==> src/design/cwc_pkg.sv <==
// Package of the CAN transceiver wake and fault control block.
// Assumes one 200 MHz clock; all times become cycle counts here.
`default_nettype none
package cwc_pkg;
  // Register indices on the plain register port
  localparam logic [7:0] REG_CTRL4 = 8'h04;
  localparam logic [7:0] REG_CFG_FIRST = 8'h07;
  localparam logic [7:0] REG_CFG_LAST = 8'h0f;
  localparam logic [7:0] REG_CTRL16 = 8'h10;
  localparam logic [7:0] REG_STAT4 = 8'h14;
  localparam logic [7:0] REG_FAULT = 8'h15;
  localparam int CFG_COUNT = 9;
  // Field positions
  localparam int CTRL4_ACT = 0;
  localparam int CTRL4_RXONLY = 1;
  localparam int CTRL4_LOOP = 2;
  localparam int CTRL16_SWEN = 0;
  localparam int ST4_SYSERR = 9;
  localparam int ST4_OSCFAIL = 10;
  localparam int ST4_WUP = 11;
  localparam int ST4_WUF = 12;
  localparam int ST4_FRAME_DETECT_ERROR = 13;
  localparam int FLT_TXDOM = 0;
  localparam int FLT_BUSREC = 1;
  localparam int FLT_BUSDOM = 2;
  localparam int FLT_RXDREC = 3;
  // Reset values
  localparam logic [2:0] CTRL4_RESET = 3'h0;
  localparam logic SWEN_RESET = 1'b0;
  localparam logic [15:0] CFG_RESET = 16'h0000;
  // Timing
  localparam int CLK_PERIOD_NS = 5;
  localparam int TXDOM_TIMEOUT_NS = 2000000;
  localparam int BUSDOM_TIMEOUT_NS = 2000000;
  localparam int WAKE_FILTER_NS = 1000;
  localparam int WAKE_WINDOW_NS = 1000000;
  localparam int SILENCE_NS = 1000000;
  localparam int OSC_WINDOW_NS = 300000;
  localparam int FOLLOW_NS = 1000;
  localparam int BIT_NS = 1000;
  localparam int IRQ_NS = 1000;
  localparam int TXDOM_CYC = (TXDOM_TIMEOUT_NS + CLK_PERIOD_NS - 1) / CLK_PERIOD_NS;
  localparam int BUSDOM_CYC = (BUSDOM_TIMEOUT_NS + CLK_PERIOD_NS - 1) / CLK_PERIOD_NS;
  localparam int FILTER_CYC = (WAKE_FILTER_NS + CLK_PERIOD_NS - 1) / CLK_PERIOD_NS;
  localparam int WINDOW_CYC = WAKE_WINDOW_NS / CLK_PERIOD_NS;
  localparam int SILENCE_CYC = (SILENCE_NS + CLK_PERIOD_NS - 1) / CLK_PERIOD_NS;
  localparam int OSC_CYC = OSC_WINDOW_NS / CLK_PERIOD_NS;
  localparam int FOLLOW_CYC = FOLLOW_NS / CLK_PERIOD_NS;
  localparam int BIT_CYC = (BIT_NS + CLK_PERIOD_NS - 1) / CLK_PERIOD_NS;
  localparam int IRQ_CYC = (IRQ_NS + CLK_PERIOD_NS - 1) / CLK_PERIOD_NS;
  localparam int FAIL_LIMIT = 4;
  localparam int OSC_MIN_BITS = 6;
  localparam int FEC_LIMIT = 32;

  typedef enum logic [1:0] {
    CWC_NORMAL = 2'b00,
    CWC_STANDBY = 2'b01,
    CWC_SLEEP = 2'b10,
    CWC_FDSLEEP = 2'b11
  } cwc_state_t;

  typedef struct packed {
    logic loopbackEnable;
    logic receiveOnly;
    logic transceiverActivate;
  } cwc_ctrl_t;

  typedef struct packed {
    logic rxdRecessive;
    logic busDominant;
    logic busRecessive;
    logic txDominant;
  } cwc_fault_t;
endpackage : cwc_pkg
`default_nettype wire

==> src/design/cwc_wake_control.sv <==
// Wake, mode and fault control of a high-speed CAN transceiver.
// Bus and pin levels are synchronous to clk_sys; low means dominant.
// Frame decoding lives outside: it reports matching and faulty frames as pulses.
//
// The implementer's own choices: the register offsets and strobed register access.
`default_nettype none

module cwc_wake_control
  import cwc_pkg::*;
#(
  parameter int TxDomCycles = TXDOM_CYC,
  parameter int BusDomCycles = BUSDOM_CYC,
  parameter int WindowCycles = WINDOW_CYC,
  parameter int SilenceCycles = SILENCE_CYC,
  parameter int OscCycles = OSC_CYC
) (
  input wire logic clk_sys,
  input wire logic rst,
  input wire logic [7:0] regAddr,
  input wire logic [15:0] regWrData,
  input wire logic regWrite,
  input wire logic regRead,
  output logic [15:0] regRdData,
  input wire logic canTxInput,
  input wire logic busLevel,
  input wire logic rxPinLevel,
  input wire logic systemErrorIn,
  input wire logic thermalShutdown1,
  input wire logic wakeFrameMatch,
  input wire logic frameErrorPulse,
  output logic canRxOutput,
  output logic canTxDrive,
  output logic txEnable,
  output logic rxEnable,
  output logic terminationEnable,
  output logic frameDetectEnable,
  output logic hostWakeup,
  output logic [1:0] trxState
);

  ////////////////////////////////////////////////////////////////////////////
  // Register access
  cwc_ctrl_t ctrl_q;
  logic swEn_q;
  logic [CFG_COUNT-1:0] cfgRead_q;
  logic [15:0] cfgReg_q [CFG_COUNT];
  cwc_fault_t fault_q;
  cwc_fault_t faultSet;
  logic sysErr_q;
  logic oscFail_q;
  logic wupFlag_q;
  logic wufFlag_q;
  logic frame_detect_error_q;
  logic fecExpire;
  logic wupDetect;
  logic oscFailSet;
  cwc_state_t state_q;
  logic [15:0] rdMux;

  wire logic isCfg = (regAddr >= REG_CFG_FIRST) && (regAddr <= REG_CFG_LAST);
  wire logic [3:0] cfgIdx = 4'(regAddr - REG_CFG_FIRST);
  wire logic wrCtrl4 = regWrite && (regAddr == REG_CTRL4);
  wire logic wrCtrl16 = regWrite && (regAddr == REG_CTRL16);
  wire logic wrStat4 = regWrite && (regAddr == REG_STAT4);
  wire logic wrFault = regWrite && (regAddr == REG_FAULT);

  always_ff @(posedge clk_sys) begin
    if (rst) begin
      ctrl_q <= CTRL4_RESET;
    end else if (wrCtrl4) begin
      ctrl_q <= cwc_ctrl_t'(regWrData[CTRL4_LOOP:CTRL4_ACT]);
    end
  end

  generate
    for (genvar i = 0; i < CFG_COUNT; i++) begin : g_cfg
      always_ff @(posedge clk_sys) begin
        if (rst) begin
          cfgReg_q[i] <= CFG_RESET;
          cfgRead_q[i] <= 1'b0;
        end else begin
          if (regWrite && isCfg && cfgIdx == 4'(i)) begin
            cfgReg_q[i] <= regWrData;
          end
          if (regWrite) begin
            cfgRead_q[i] <= 1'b0;
          end else if (regRead && isCfg && cfgIdx == 4'(i)) begin
            cfgRead_q[i] <= 1'b1;
          end
        end
      end
    end
  endgenerate

  // Flags are judged before this very write clears them
  always_ff @(posedge clk_sys) begin
    if (rst) begin
      swEn_q <= SWEN_RESET;
    end else if (sysErr_q || fecExpire) begin
      swEn_q <= 1'b0;
    end else if (wrCtrl16) begin
      swEn_q <= regWrData[CTRL16_SWEN] && (&cfgRead_q);
    end
  end

  always_ff @(posedge clk_sys) begin
    if (rst) begin
      sysErr_q <= 1'b0;
    end else begin
      sysErr_q <= systemErrorIn;
    end
  end

  // Sticky flags: a set in the same cycle as a write-one clear wins
  always_ff @(posedge clk_sys) begin
    if (rst) begin
      fault_q <= '0;
    end else begin
      fault_q <= (wrFault ? (fault_q & ~cwc_fault_t'(regWrData[3:0])) : fault_q) | faultSet;
    end
  end

  always_ff @(posedge clk_sys) begin
    if (rst) begin
      oscFail_q <= 1'b0;
      wupFlag_q <= 1'b0;
      wufFlag_q <= 1'b0;
      frame_detect_error_q <= 1'b0;
    end else begin
      oscFail_q <= (oscFail_q && !(wrStat4 && regWrData[ST4_OSCFAIL])) || oscFailSet;
      wupFlag_q <= (wupFlag_q && !(wrStat4 && regWrData[ST4_WUP])) || wupDetect;
      wufFlag_q <= (wufFlag_q && !(wrStat4 && regWrData[ST4_WUF])) || wakeFrameMatch &&
                   frameDetectEnable;
      frame_detect_error_q <= (frame_detect_error_q && !(wrStat4 && regWrData[ST4_FRAME_DETECT_ERROR])) || fecExpire;
    end
  end

  always_comb begin
    rdMux = 16'h0000;
    if (isCfg) begin
      rdMux = cfgReg_q[cfgIdx];
    end else begin
      case (regAddr)
        REG_CTRL4: rdMux = {13'h0000, ctrl_q};
        REG_CTRL16: rdMux = {15'h0000, swEn_q};
        REG_STAT4: rdMux = {2'h0, frame_detect_error_q, wufFlag_q, wupFlag_q, oscFail_q, sysErr_q,
                            cfgRead_q};
        REG_FAULT: rdMux = {12'h000, fault_q};
        default: rdMux = 16'h0000;
      endcase
    end
  end

  always_ff @(posedge clk_sys) begin
    if (rst) begin
      regRdData <= 16'h0000;
    end else begin
      regRdData <= regRead ? rdMux : 16'h0000;
    end
  end

  ////////////////////////////////////////////////////////////////////////////
  // Transmit fault monitors
  logic txPrev_q;
  logic [31:0] txDomCnt_q;
  logic [31:0] busDomCnt_q;
  logic [7:0] followCnt_q;
  logic followArmed_q;
  logic [2:0] busFail_q;
  logic [2:0] rxdFail_q;
  logic busSeen_q;
  logic rxdSeen_q;

  wire logic txFall = txPrev_q && !canTxInput;
  wire logic followDone = followArmed_q && (followCnt_q == 8'(FOLLOW_CYC));

  always_ff @(posedge clk_sys) begin
    if (rst) begin
      txPrev_q <= 1'b1;
      txDomCnt_q <= '0;
      busDomCnt_q <= '0;
    end else begin
      txPrev_q <= canTxInput;
      txDomCnt_q <= canTxInput ? '0 : (txDomCnt_q == 32'(TxDomCycles) ? txDomCnt_q :
                    txDomCnt_q + 32'd1);
      busDomCnt_q <= busLevel ? '0 : (busDomCnt_q == 32'(BusDomCycles) ? busDomCnt_q :
                     busDomCnt_q + 32'd1);
    end
  end

  // Each dominant transmit edge while txEnable is set opens a window in which bus and pin must follow
  always_ff @(posedge clk_sys) begin
    if (rst) begin
      followArmed_q <= 1'b0;
      followCnt_q <= '0;
      busSeen_q <= 1'b0;
      rxdSeen_q <= 1'b0;
      busFail_q <= '0;
      rxdFail_q <= '0;
    end else begin
      if (txFall && txEnable) begin
        followArmed_q <= 1'b1;
        followCnt_q <= '0;
        busSeen_q <= 1'b0;
        rxdSeen_q <= 1'b0;
      end else if (followArmed_q) begin
        followCnt_q <= followCnt_q + 8'd1;
        busSeen_q <= busSeen_q || !busLevel;
        rxdSeen_q <= rxdSeen_q || !rxPinLevel;
        if (followDone) begin
          followArmed_q <= 1'b0;
          busFail_q <= busSeen_q ? '0 : (busFail_q == 3'(FAIL_LIMIT) ? busFail_q :
                       busFail_q + 3'd1);
          rxdFail_q <= rxdSeen_q ? '0 : (rxdFail_q == 3'(FAIL_LIMIT) ? rxdFail_q :
                       rxdFail_q + 3'd1);
        end
      end
      if (wrFault) begin
        busFail_q <= '0;
        rxdFail_q <= '0;
      end
    end
  end

  always_comb begin
    faultSet.txDominant = txDomCnt_q == 32'(TxDomCycles);
    faultSet.busDominant = busDomCnt_q == 32'(BusDomCycles);
    // Pulse on the miss that reaches the limit, so a clear is not undone by a stale count
    faultSet.busRecessive = followDone && !busSeen_q &&
                            busFail_q == 3'(FAIL_LIMIT - 1);
    faultSet.rxdRecessive = followDone && !rxdSeen_q &&
                            rxdFail_q == 3'(FAIL_LIMIT - 1);
  end

  // Permanent bus dominant only reports; it never gates the driver
  always_comb begin
    txEnable = (state_q == CWC_NORMAL) && !ctrl_q.receiveOnly && !fault_q.txDominant &&
               !fault_q.busRecessive && !fault_q.rxdRecessive &&
               !thermalShutdown1;
    rxEnable = 1'b1;
    terminationEnable = 1'b1;
    canTxDrive = txEnable && !canTxInput;
  end

  ////////////////////////////////////////////////////////////////////////////
  // Pattern wake detector
  typedef enum logic [1:0] {
    PAT_IDLE = 2'b00,
    PAT_PULSE1 = 2'b01,
    PAT_GAP = 2'b10,
    PAT_PULSE2 = 2'b11
  } cwc_pat_t;
  cwc_pat_t pat_q;
  logic [15:0] patLen_q;
  logic [31:0] patWin_q;
  logic patEnable;

  assign patEnable = (state_q == CWC_SLEEP) ||
                     (state_q == CWC_STANDBY && (!swEn_q || oscFail_q));
  assign wupDetect = patEnable && pat_q == PAT_PULSE2 && !busLevel &&
                     patLen_q == 16'(FILTER_CYC);

  always_ff @(posedge clk_sys) begin
    if (rst || !patEnable) begin
      pat_q <= PAT_IDLE;
      patLen_q <= '0;
      patWin_q <= '0;
    end else begin
      patWin_q <= (pat_q == PAT_IDLE) ? '0 : patWin_q + 32'd1;
      if (pat_q != PAT_IDLE && patWin_q >= 32'(WindowCycles)) begin
        pat_q <= PAT_IDLE;
        patLen_q <= '0;
      end else begin
        case (pat_q)
          PAT_IDLE: begin
            if (!busLevel) begin
              pat_q <= PAT_PULSE1;
              patLen_q <= 16'd1;
            end
          end
          PAT_PULSE1: begin
            if (!busLevel) begin
              patLen_q <= patLen_q + 16'd1;
            end else if (patLen_q > 16'(FILTER_CYC)) begin
              pat_q <= PAT_GAP;
              patLen_q <= 16'd1;
            end else begin
              pat_q <= PAT_IDLE;
              patLen_q <= '0;
            end
          end
          PAT_GAP: begin
            if (busLevel) begin
              patLen_q <= patLen_q + 16'd1;
            end else if (patLen_q > 16'(FILTER_CYC)) begin
              pat_q <= PAT_PULSE2;
              patLen_q <= 16'd1;
            end else begin
              pat_q <= PAT_IDLE;
              patLen_q <= '0;
            end
          end
          PAT_PULSE2: begin
            if (!busLevel && !wupDetect) begin
              patLen_q <= patLen_q + 16'd1;
            end else begin
              pat_q <= PAT_IDLE;
              patLen_q <= '0;
            end
          end
          default: pat_q <= PAT_IDLE;
        endcase
      end
    end
  end

  ////////////////////////////////////////////////////////////////////////////
  // Frame detection support: silence, frame errors, oscillator check
  logic [31:0] silence_q;
  logic [5:0] fec_q;
  logic [31:0] oscTimer_q;
  logic [15:0] bitCyc_q;
  logic [2:0] recBits_q;
  logic busPrev_q;

  wire logic silenceHit = silence_q == 32'(SilenceCycles);
  // Matching itself, incl. RTR ignored and full DLC compare, is in the frame decoder
  assign frameDetectEnable = swEn_q && !oscFail_q &&
                             (state_q == CWC_STANDBY || state_q == CWC_FDSLEEP);
  assign fecExpire = frameDetectEnable && frameErrorPulse && fec_q == 6'(FEC_LIMIT - 1);

  always_ff @(posedge clk_sys) begin
    if (rst || !busLevel || silenceHit) begin
      silence_q <= '0;
    end else begin
      silence_q <= silence_q + 32'd1;
    end
  end

  always_ff @(posedge clk_sys) begin
    if (rst || !frameDetectEnable || fecExpire) begin
      fec_q <= '0;
    end else if (silenceHit) begin
      fec_q <= '0;
    end else if (frameErrorPulse) begin
      fec_q <= fec_q + 6'd1;
    end
  end

  // Timer starts on a recessive-to-dominant edge when idle, counts recessive bits
  assign oscFailSet = swEn_q && oscTimer_q == 32'd1 && recBits_q < 3'(OSC_MIN_BITS);
  always_ff @(posedge clk_sys) begin
    if (rst || !swEn_q) begin
      busPrev_q <= 1'b1;
      oscTimer_q <= '0;
      bitCyc_q <= '0;
      recBits_q <= '0;
    end else begin
      busPrev_q <= busLevel;
      if (oscTimer_q == '0) begin
        if (busPrev_q && !busLevel) begin
          oscTimer_q <= 32'(OscCycles);
          bitCyc_q <= '0;
          recBits_q <= '0;
        end
      end else begin
        oscTimer_q <= oscTimer_q - 32'd1;
        if (busLevel) begin
          if (bitCyc_q == 16'(BIT_CYC - 1)) begin
            bitCyc_q <= '0;
            if (recBits_q != 3'(OSC_MIN_BITS)) begin
              recBits_q <= recBits_q + 3'd1;
            end
          end else begin
            bitCyc_q <= bitCyc_q + 16'd1;
          end
        end
      end
    end
  end

  ////////////////////////////////////////////////////////////////////////////
  // Transceiver state and host wake
  always_ff @(posedge clk_sys) begin
    if (rst) begin
      state_q <= CWC_STANDBY;
    end else begin
      case (state_q)
        CWC_NORMAL: begin
          if (!ctrl_q.transceiverActivate) begin
            state_q <= CWC_STANDBY;
          end
        end
        CWC_STANDBY: begin
          if (ctrl_q.transceiverActivate) begin
            state_q <= CWC_NORMAL;
          end else if (frameDetectEnable && silenceHit) begin
            state_q <= CWC_SLEEP;
          end
        end
        CWC_SLEEP: begin
          if (ctrl_q.transceiverActivate) begin
            state_q <= CWC_NORMAL;
          end else if (!swEn_q) begin
            state_q <= CWC_STANDBY;
          end else if (wupDetect) begin
            state_q <= CWC_FDSLEEP;
          end
        end
        CWC_FDSLEEP: begin
          if (ctrl_q.transceiverActivate) begin
            state_q <= CWC_NORMAL;
          end else if (wakeFrameMatch || fecExpire || !frameDetectEnable) begin
            state_q <= CWC_STANDBY;
          end else if (silenceHit) begin
            state_q <= CWC_SLEEP;
          end
        end
        default: state_q <= CWC_STANDBY;
      endcase
    end
  end

  // Interrupt is a low pulse on the receive output of fixed length
  logic [15:0] irqCnt_q;
  logic hostWake_q;
  wire logic irqEvent = (state_q == CWC_STANDBY && ((wupDetect && !swEn_q) ||
                         (wakeFrameMatch && frameDetectEnable))) || fecExpire;

  always_ff @(posedge clk_sys) begin
    if (rst) begin
      irqCnt_q <= '0;
      hostWake_q <= 1'b0;
    end else begin
      irqCnt_q <= irqEvent ? 16'(IRQ_CYC) : (irqCnt_q != '0 ? irqCnt_q - 16'd1 : irqCnt_q);
      hostWake_q <= (state_q == CWC_FDSLEEP && wakeFrameMatch) || fecExpire ||
                    (state_q == CWC_STANDBY && wupDetect);
    end
  end

  always_ff @(posedge clk_sys) begin
    if (rst) begin
      canRxOutput <= 1'b1;
    end else if (ctrl_q.loopbackEnable) begin
      canRxOutput <= canTxInput;
    end else if (state_q == CWC_NORMAL) begin
      canRxOutput <= busLevel;
    end else begin
      canRxOutput <= !(irqEvent || irqCnt_q > 16'd1);
    end
  end

  assign hostWakeup = hostWake_q;
  assign trxState = state_q;

endmodule // cwc_wake_control
`default_nettype wire

==> config.mk <==
export PLATFORM = sky130hd
export DESIGN_NAME = cwc_wake_control
export DESIGN_NICKNAME = d
export VERILOG_FILES = /design/src/design/cwc_pkg.sv /design/src/design/cwc_wake_control.sv
export SDC_FILE = /design/constraint.sdc
export NUM_CORES = 1
export LEC_CHECK = 0
export BUFFER_PORTS_ARGS = -buffer_cell sky130_fd_sc_hd__buf_2
export CORE_MARGIN = 2
export CORE_UTILIZATION = 40
export DETAILED_ROUTE_END_ITERATION = 8
export MAX_ROUTING_LAYER = met4
export PLACE_DENSITY = 0.64
export REMOVE_ABC_BUFFERS = 1
export SETUP_SLACK_MARGIN = 0.05
export SYNTH_ARGS = -nofsm -noshare
export SYNTH_HDL_FRONTEND = slang
export SYNTH_SLANG_ARGS = --single-unit
export TNS_END_PERCENT = 100
==> constraint.sdc <==
create_clock -name clk_sys -period 3.65 [get_ports clk_sys]
set_clock_uncertainty 0.05 [all_clocks]
set_input_delay 0.1825 -clock clk_sys [delete_from_list [all_inputs] [get_ports clk_sys]]
set_output_delay 0.1825 -clock clk_sys [all_outputs]
set_load 0.02 [all_outputs]
==> reports/metrics.cfg, run 1 <==
[status]
run_status = completed

[cts]
postCtsSetupBuffers = 0
cts_hold_buf = 27
cts-root-buf = clkbuf_16
clk_pin_slew_ns = 0.06
clkLatencyLatePin_ns = 0.57
clock-sinks = 424
h-tree-depth = 2
cts_resized = 0
cts_buffers = 46
cts_tree = built
cts_buffer_depth = 3

[worst_setup_path]
critical_path.top_delay_family = simple AND/OR/NAND/NOR gates
reg2reg_to = bitCyc_q[8]
cp-end-kind = flip-flop
path_buf_inv = 0
cp_slowest_cell = or4_1
cp_max_fo = 14
critical_path.cell_chain = or4_1 > nor4_4 > nand4_2 > and2_4 > or3_1 > a311o_1
worstPathRequired_ns = 4.06
arrival_ns = 3.61
r2r_slack_ns = 0.44
crit_type = flip-flop to flip-flop
max_stage_delay_ns = 0.69
cp-start-kind = flip-flop
r2r_start = oscTimer_q[4]
r2r_cells = 6

[placement]
pre_cts_slack_ns = 0.180
dp_cells = 2669
port_buffers = 57
globalplace.congestion = 0.828
hpwl_mm = 30.3
placed_area_sq_um = 20800

[synth]
postSynth.asyncResetShare = 0
yosysTopAreaCellShare = 0.285
ys_ff_latch = 424
yosysMostFrequentCell = nor2_1
syn_area_sq_um = 19700
synth_edf_count = 144
ys_types = 67
synthCells = 1993
yosysWarnings = 0
ys_seq_area_frac = 0.505
synthFlopType = dfxtp_1
syn_area_per_cell_sq_um = 9.86
yosys.area.top_type = dfxtp_1
synth_commonest_cells = 281 x nor2_1, 280 x dfxtp_1, 152 x and2_1
yosys-top-cells-area = dfxtp_1 29%, edfxtp_1 22%, nor2_1 5.4%

[cells_and_area]
fin_nets = 2147
syn_to_final_growth_pct = 15.4
drive_gt1_frac = 0.108
layoutNonFillerInstCount = 2786
final_cell_area_sq_um = 22700

[hold_path]
hp-start = canTxInput
hold_depth = 3
hold_class = input pin to flip-flop
min_to = canRxOutput

[detailed_routing]
wl_per_cell_um = 16.1
drt_iter0_markers = 1013
num_vias = 14706
avgViaCountPerCell = 5.28
ant_nets = 0
firstDrtPassIters = 5
wirelength_mm = 44.8
drc_errors = 0

[floorplanning]
io_pins = 60
die_h_um = 226
row_count = 81
initial_core_util = 0.403
dieArea_sq_um = 50900
core_sq_um = 48700
die_x_um = 226

[job]
maxCapViolCount = 0

[global_routing]
grt_usage = 0.184
grt_max_degree = 43
antenna_found_initial = 5
grt_pass1_wl_mm = 72.9
grt_pass1_vias = 14289
grt_overflow = 0

[sta]
max_freq_mhz = 312
final_hold_viol_count = 0
min_period_ns = 3.21
fin_crit_sh = 0.878
fin_setup_tns_ns = 0
relSlewSlack = 0.257
setup_viol_count_final = 0
setup_ws_ns = 0.445
slew_viol_final = 0
worstMarginPinSlew_ns = 1.11
rsz0062_at_grt = false

[pwr]
power_mw = 10.9
p_leak_nw = 7.85
pwr_density_cell_nw_per_um2 = 482
peakVddDrop_mv = 0.286

==> cell type report <==
class	count	area, sq um
clock buffer	68	1380
multi-input combinational	1435	9260
fill	4511	26100
antenna	5	12.5
sequential	424	9930
tap	664	831
clock inverter	17	194
timing repair buffer	127	903
inverter	46	173
==> worst min-delay path, stage by stage <==
cell and delay [ns]:
buf_2 0.16, a21oi_1 0.09, nand3_1 0.14
==> cell usage in the layout, fill, tap and decap left out, types with 41 or more instances in the layout <==
cell type,instances
nand3_1,84
a21oi_1,73
nand2_1,128
edfxtp_1,144
o21ai_0,45
nand4_1,54
nor2_1,281
dfxtp_1,280
nor3_1,50
xnor2_1,77
buf_4,41
buf_2,57
inv_1,46
nor4_1,44
xor2_1,90
clkbuf_16,49
and2_1,152
==> per-layer routing <==
metal	up-vias	routed length, um	global-route usage
li1	7235	-	-
met1	7093	20900	0.241
met2	299	20800	0.292
met3	79	2150	0.0289
met4	0	924	0.0564
met5	-	0	-
==> how the worst max path moves through the flow <==
stage,from,to,slack (ns),cells past startpoint
floorplan,regAddr[0],cfgReg_q[5][0],0.25,5
global placement,regAddr[0],cfgReg_q[3][15],0.33,8
detailed placement,regAddr[0],cfgReg_q[3][15],0.18,8
CTS,oscTimer_q[4],bitCyc_q[10],0.44,6
global route,oscTimer_q[4],bitCyc_q[14],0.21,6
finish,oscTimer_q[4],bitCyc_q[8],0.44,6
==> per-stage QoR <==
| stage | util | hold slack, ns |
|---|---|---|
| final | 0.465 | 0.00635 |
| after global placement | 0.427 | 0.362 |
| after floorplan | - | 0.202 |
| after CTS | 0.465 | 0.00665 |
| after detailed placement | 0.427 | 0.372 |
| after global routing | 0.465 | 0.0393 |
==> flip-flops by register name, summed over array words and instances, names as in the netlist, 4 cells and up <==
signal,count
bitCyc_q,16
busDomCnt_q,32
cfgRead_q,9
cfgReg_q,144
fault_q,4
fec_q,6
followCnt_q,8
irqCnt_q,16
oscTimer_q,32
patLen_q,16
patWin_q,32
regRdData,16
silence_q,32
txDomCnt_q,32
==> logic make-up (layout without fill, tap and decap cells) <==
group / Yosys count / count (layout) / share of synthesized area
adders and majority gates: 32 / 32 / 0.0204
muxes: 56 / 56 / 0.0490
xor gates and xnor gates: 169 / 169 / 0.0753
and+or+nand+nor: 958 / 958 / 0.254
buffers and inverters: 135 / 258 / 0.0264
other: 1 / 7 / 0.000191
AOI/OAI and AO/OA: 218 / 218 / 0.0696
DFF: 424 / 424 / 0.505
==> power by group <==
part	internal [mW]	leakage, nW	total (mW)	switching (mW)
Clock	2.90	0.768	4.79	1.90
Combinational	0.420	3.46	0.995	0.575
Sequential	5.05	3.63	5.15	0.108
Note: power is estimated with default switching activity, not from simulation.
==> run 2, diff against run 1 <==
Settings changed: GPL_TIMING_DRIVEN set to 1, RECOVER_POWER set to 50.
==> run 2 against run 1 <==
The flow now finishes with violations (max-capacitance violations, max-slew violations). Worst setup slack got worse by 0.028 ns. Highest routed layer unchanged. Critical endpoint is now cfgReg_q[7][1]. Non-clock buffer count unchanged. Total power about the same. Clock power about the same. Design area decreased by 0.55%. Maximum frequency decreased by 0.87%. Sequential power about the same. Critical path depth increased by 2.
==> reports/metrics.cfg, run 2 (synthesized netlist as in run 1, its figures left out) <==
[cts]
clock-sinks = 424  ; unchanged
cts_resized = 0  ; unchanged
clk_pin_slew_ns = 0.06  ; about the same
clkLatencyLatePin_ns = 0.58  ; about the same
h-tree-depth = 2  ; unchanged
cts_buffers = 46  ; unchanged
cts_tree = built
cts-root-buf = clkbuf_16
cts_buffer_depth = 3  ; unchanged

[detailed_routing]
drt_iter0_markers = 984  ; -2.9%
num_vias = 14696  ; -0.068%
firstDrtPassIters = 5  ; unchanged
wirelength_mm = 44.8  ; -0.19%
wl_per_cell_um = 16.1  ; -0.23%
ant_nets = 0  ; unchanged
avgViaCountPerCell = 5.27  ; -0.10%
drc_errors = 0  ; unchanged

[pwr]
p_leak_nw = 7.68  ; -2.2%
peakVddDrop_mv = 0.287  ; about the same
pwr_density_cell_nw_per_um2 = 485  ; +0.45%

[global_routing]
antenna_found_initial = 5  ; unchanged
grt_pass1_vias = 14289  ; unchanged
grt_max_degree = 43  ; unchanged
grt_pass1_wl_mm = 72.9  ; unchanged
grt_usage = 0.184  ; unchanged
grt_overflow = 0  ; unchanged

[sta]
slew_viol_final = 110  ; +110
max_freq_mhz = 309  ; -0.87%
worstMarginPinSlew_ns = 1.80  ; +0.685 ns
fin_setup_tns_ns = 0  ; unchanged
min_period_ns = 3.23  ; +0.0281 ns
rsz0062_at_grt = false
relSlewSlack = -0.199  ; -0.456
setup_viol_count_final = 0  ; unchanged
fin_crit_sh = 0.886  ; +0.00770
final_hold_viol_count = 0  ; unchanged

[cells_and_area]
largest-register = cfgReg_q
fillCellCount = 4532  ; +0.47%
final_common_cell = nor2_1
layoutNonFillerInstCount = 2787  ; +0.036%
drive_gt1_frac = 0.0841  ; -0.0236
syn_to_final_growth_pct = 14.8
seq_area_sq_um = 9930  ; unchanged
multi_input_area_sq_um = 9230  ; -0.32%
fin_nets = 2147  ; unchanged
mostFrequentLayoutCells = 281 x nor2_1, 280 x dfxtp_1, 151 x and2_1, 144 x edfxtp_1, 128 x nand2_1
largest_reg_flops = 144  ; unchanged

[placement]
port_buffers = 57  ; unchanged
hpwl_mm = 30.3  ; unchanged
dp_cells = 2669  ; unchanged
globalplace.congestion = 0.828  ; unchanged

[worst_setup_path]
cp-end-kind = flip-flop
arrival_ns = 3.36  ; -0.25 ns
cp_max_fo = 14  ; unchanged
worstPathRequired_ns = 3.77  ; -0.29 ns
cp-start-kind = input pin
crit_type = input pin to flip-flop

[floorplanning]
core_sq_um = 48700  ; unchanged
row_count = 81  ; unchanged
die_x_um = 226  ; unchanged
die_h_um = 226  ; unchanged
io_pins = 60  ; unchanged
dieArea_sq_um = 50900  ; unchanged
initial_core_util = 0.403  ; unchanged

[job]
maxCapViolCount = 3  ; +3

[status]
run_status = finished with violations
violations = max-capacitance violations, max-slew violations

[hold_path]
hold_class = input pin to flip-flop

## run 2: cell types whose count changed in the layout (fill, tap and decap cells not counted), sizes merged
cell    previous run  this run
buf              100        61
diode              5         6
clkbuf            68       107
## run 2: where the power goes
part / total [mW] / internal [mW] / switching, mW
combinational: 0.982 / 0.408 / 0.574
sequential: 5.16 / 5.05 / 0.108
clock: 4.79 / 2.90 / 1.90
## run 2: routing by layer
metal | vias up | routed length [um] | track usage
li1 | 7234 | - | -
met1 | 7104 | 20900 | 0.241
met2 | 284 | 20800 | 0.292
met3 | 74 | 2190 | 0.0289
met4 | 0 | 863 | 0.0564
met5 | - | 0 | -
## run 2: timing repair
action / CTS / global route
hold endpoints to repair: 140 / 0
hold buffers: 27 / 0
buffers inserted: 0 / 0
endpoints found under the setup margin: 0 / 0
## run 2: layout make-up
| type | count | share of cell area |
|---|---|---|
| tap | 664 | 0.0368 |
| clock buffer | 68 | 0.0611 |
| sequential | 424 | 0.440 |
| clock inverter | 17 | 0.00860 |
| multi-input combinational | 1435 | 0.409 |
| antenna | 6 | 0.000666 |
| inverter | 46 | 0.00766 |
| timing repair buffer | 127 | 0.0358 |
## run 2: path summary, 6_finish.rpt
path / start / to / slack (ns) / cells past startpoint
setup / recovery: regAddr[2] / cfgReg_q[7][1] / 0.42 / 8
hold / removal: canTxInput / canRxOutput / 0.01 / 3
setup reg to reg: oscTimer_q[4] / bitCyc_q[8] / 0.45 / 6
hold reg to reg: sysErr_q / swEn_q / 0.38 / 1
## run 2: stage by stage
step / hold slack (ns) / cell area, sq um / utilization / setup slack, ns / total power [mW]
after floorplan: 0.202 / 19300 / - / 0.251 / 5.91
after global placement: 0.362 / 20800 / 0.427 / 0.335 / 6.19
after detailed placement: 0.372 / 20800 / 0.427 / 0.180 / 6.22
after CTS: 0.00665 / 22700 / 0.465 / 0.439 / 11.1
after global routing: 0.0395 / 22500 / 0.463 / 0.206 / 11.4
final: 0.0109 / 22600 / 0.463 / 0.417 / 10.9
## run 2: worst max-delay path, stage by stage
cell,delay (ns)
dlygate4sd3_1,0.54
clkbuf_1,0.46
nand3_1,0.22
xor2_2,0.21
nor2b_1,0.38
nand2_1,0.14
o21bai_1,0.36
clkbuf_1,0.84
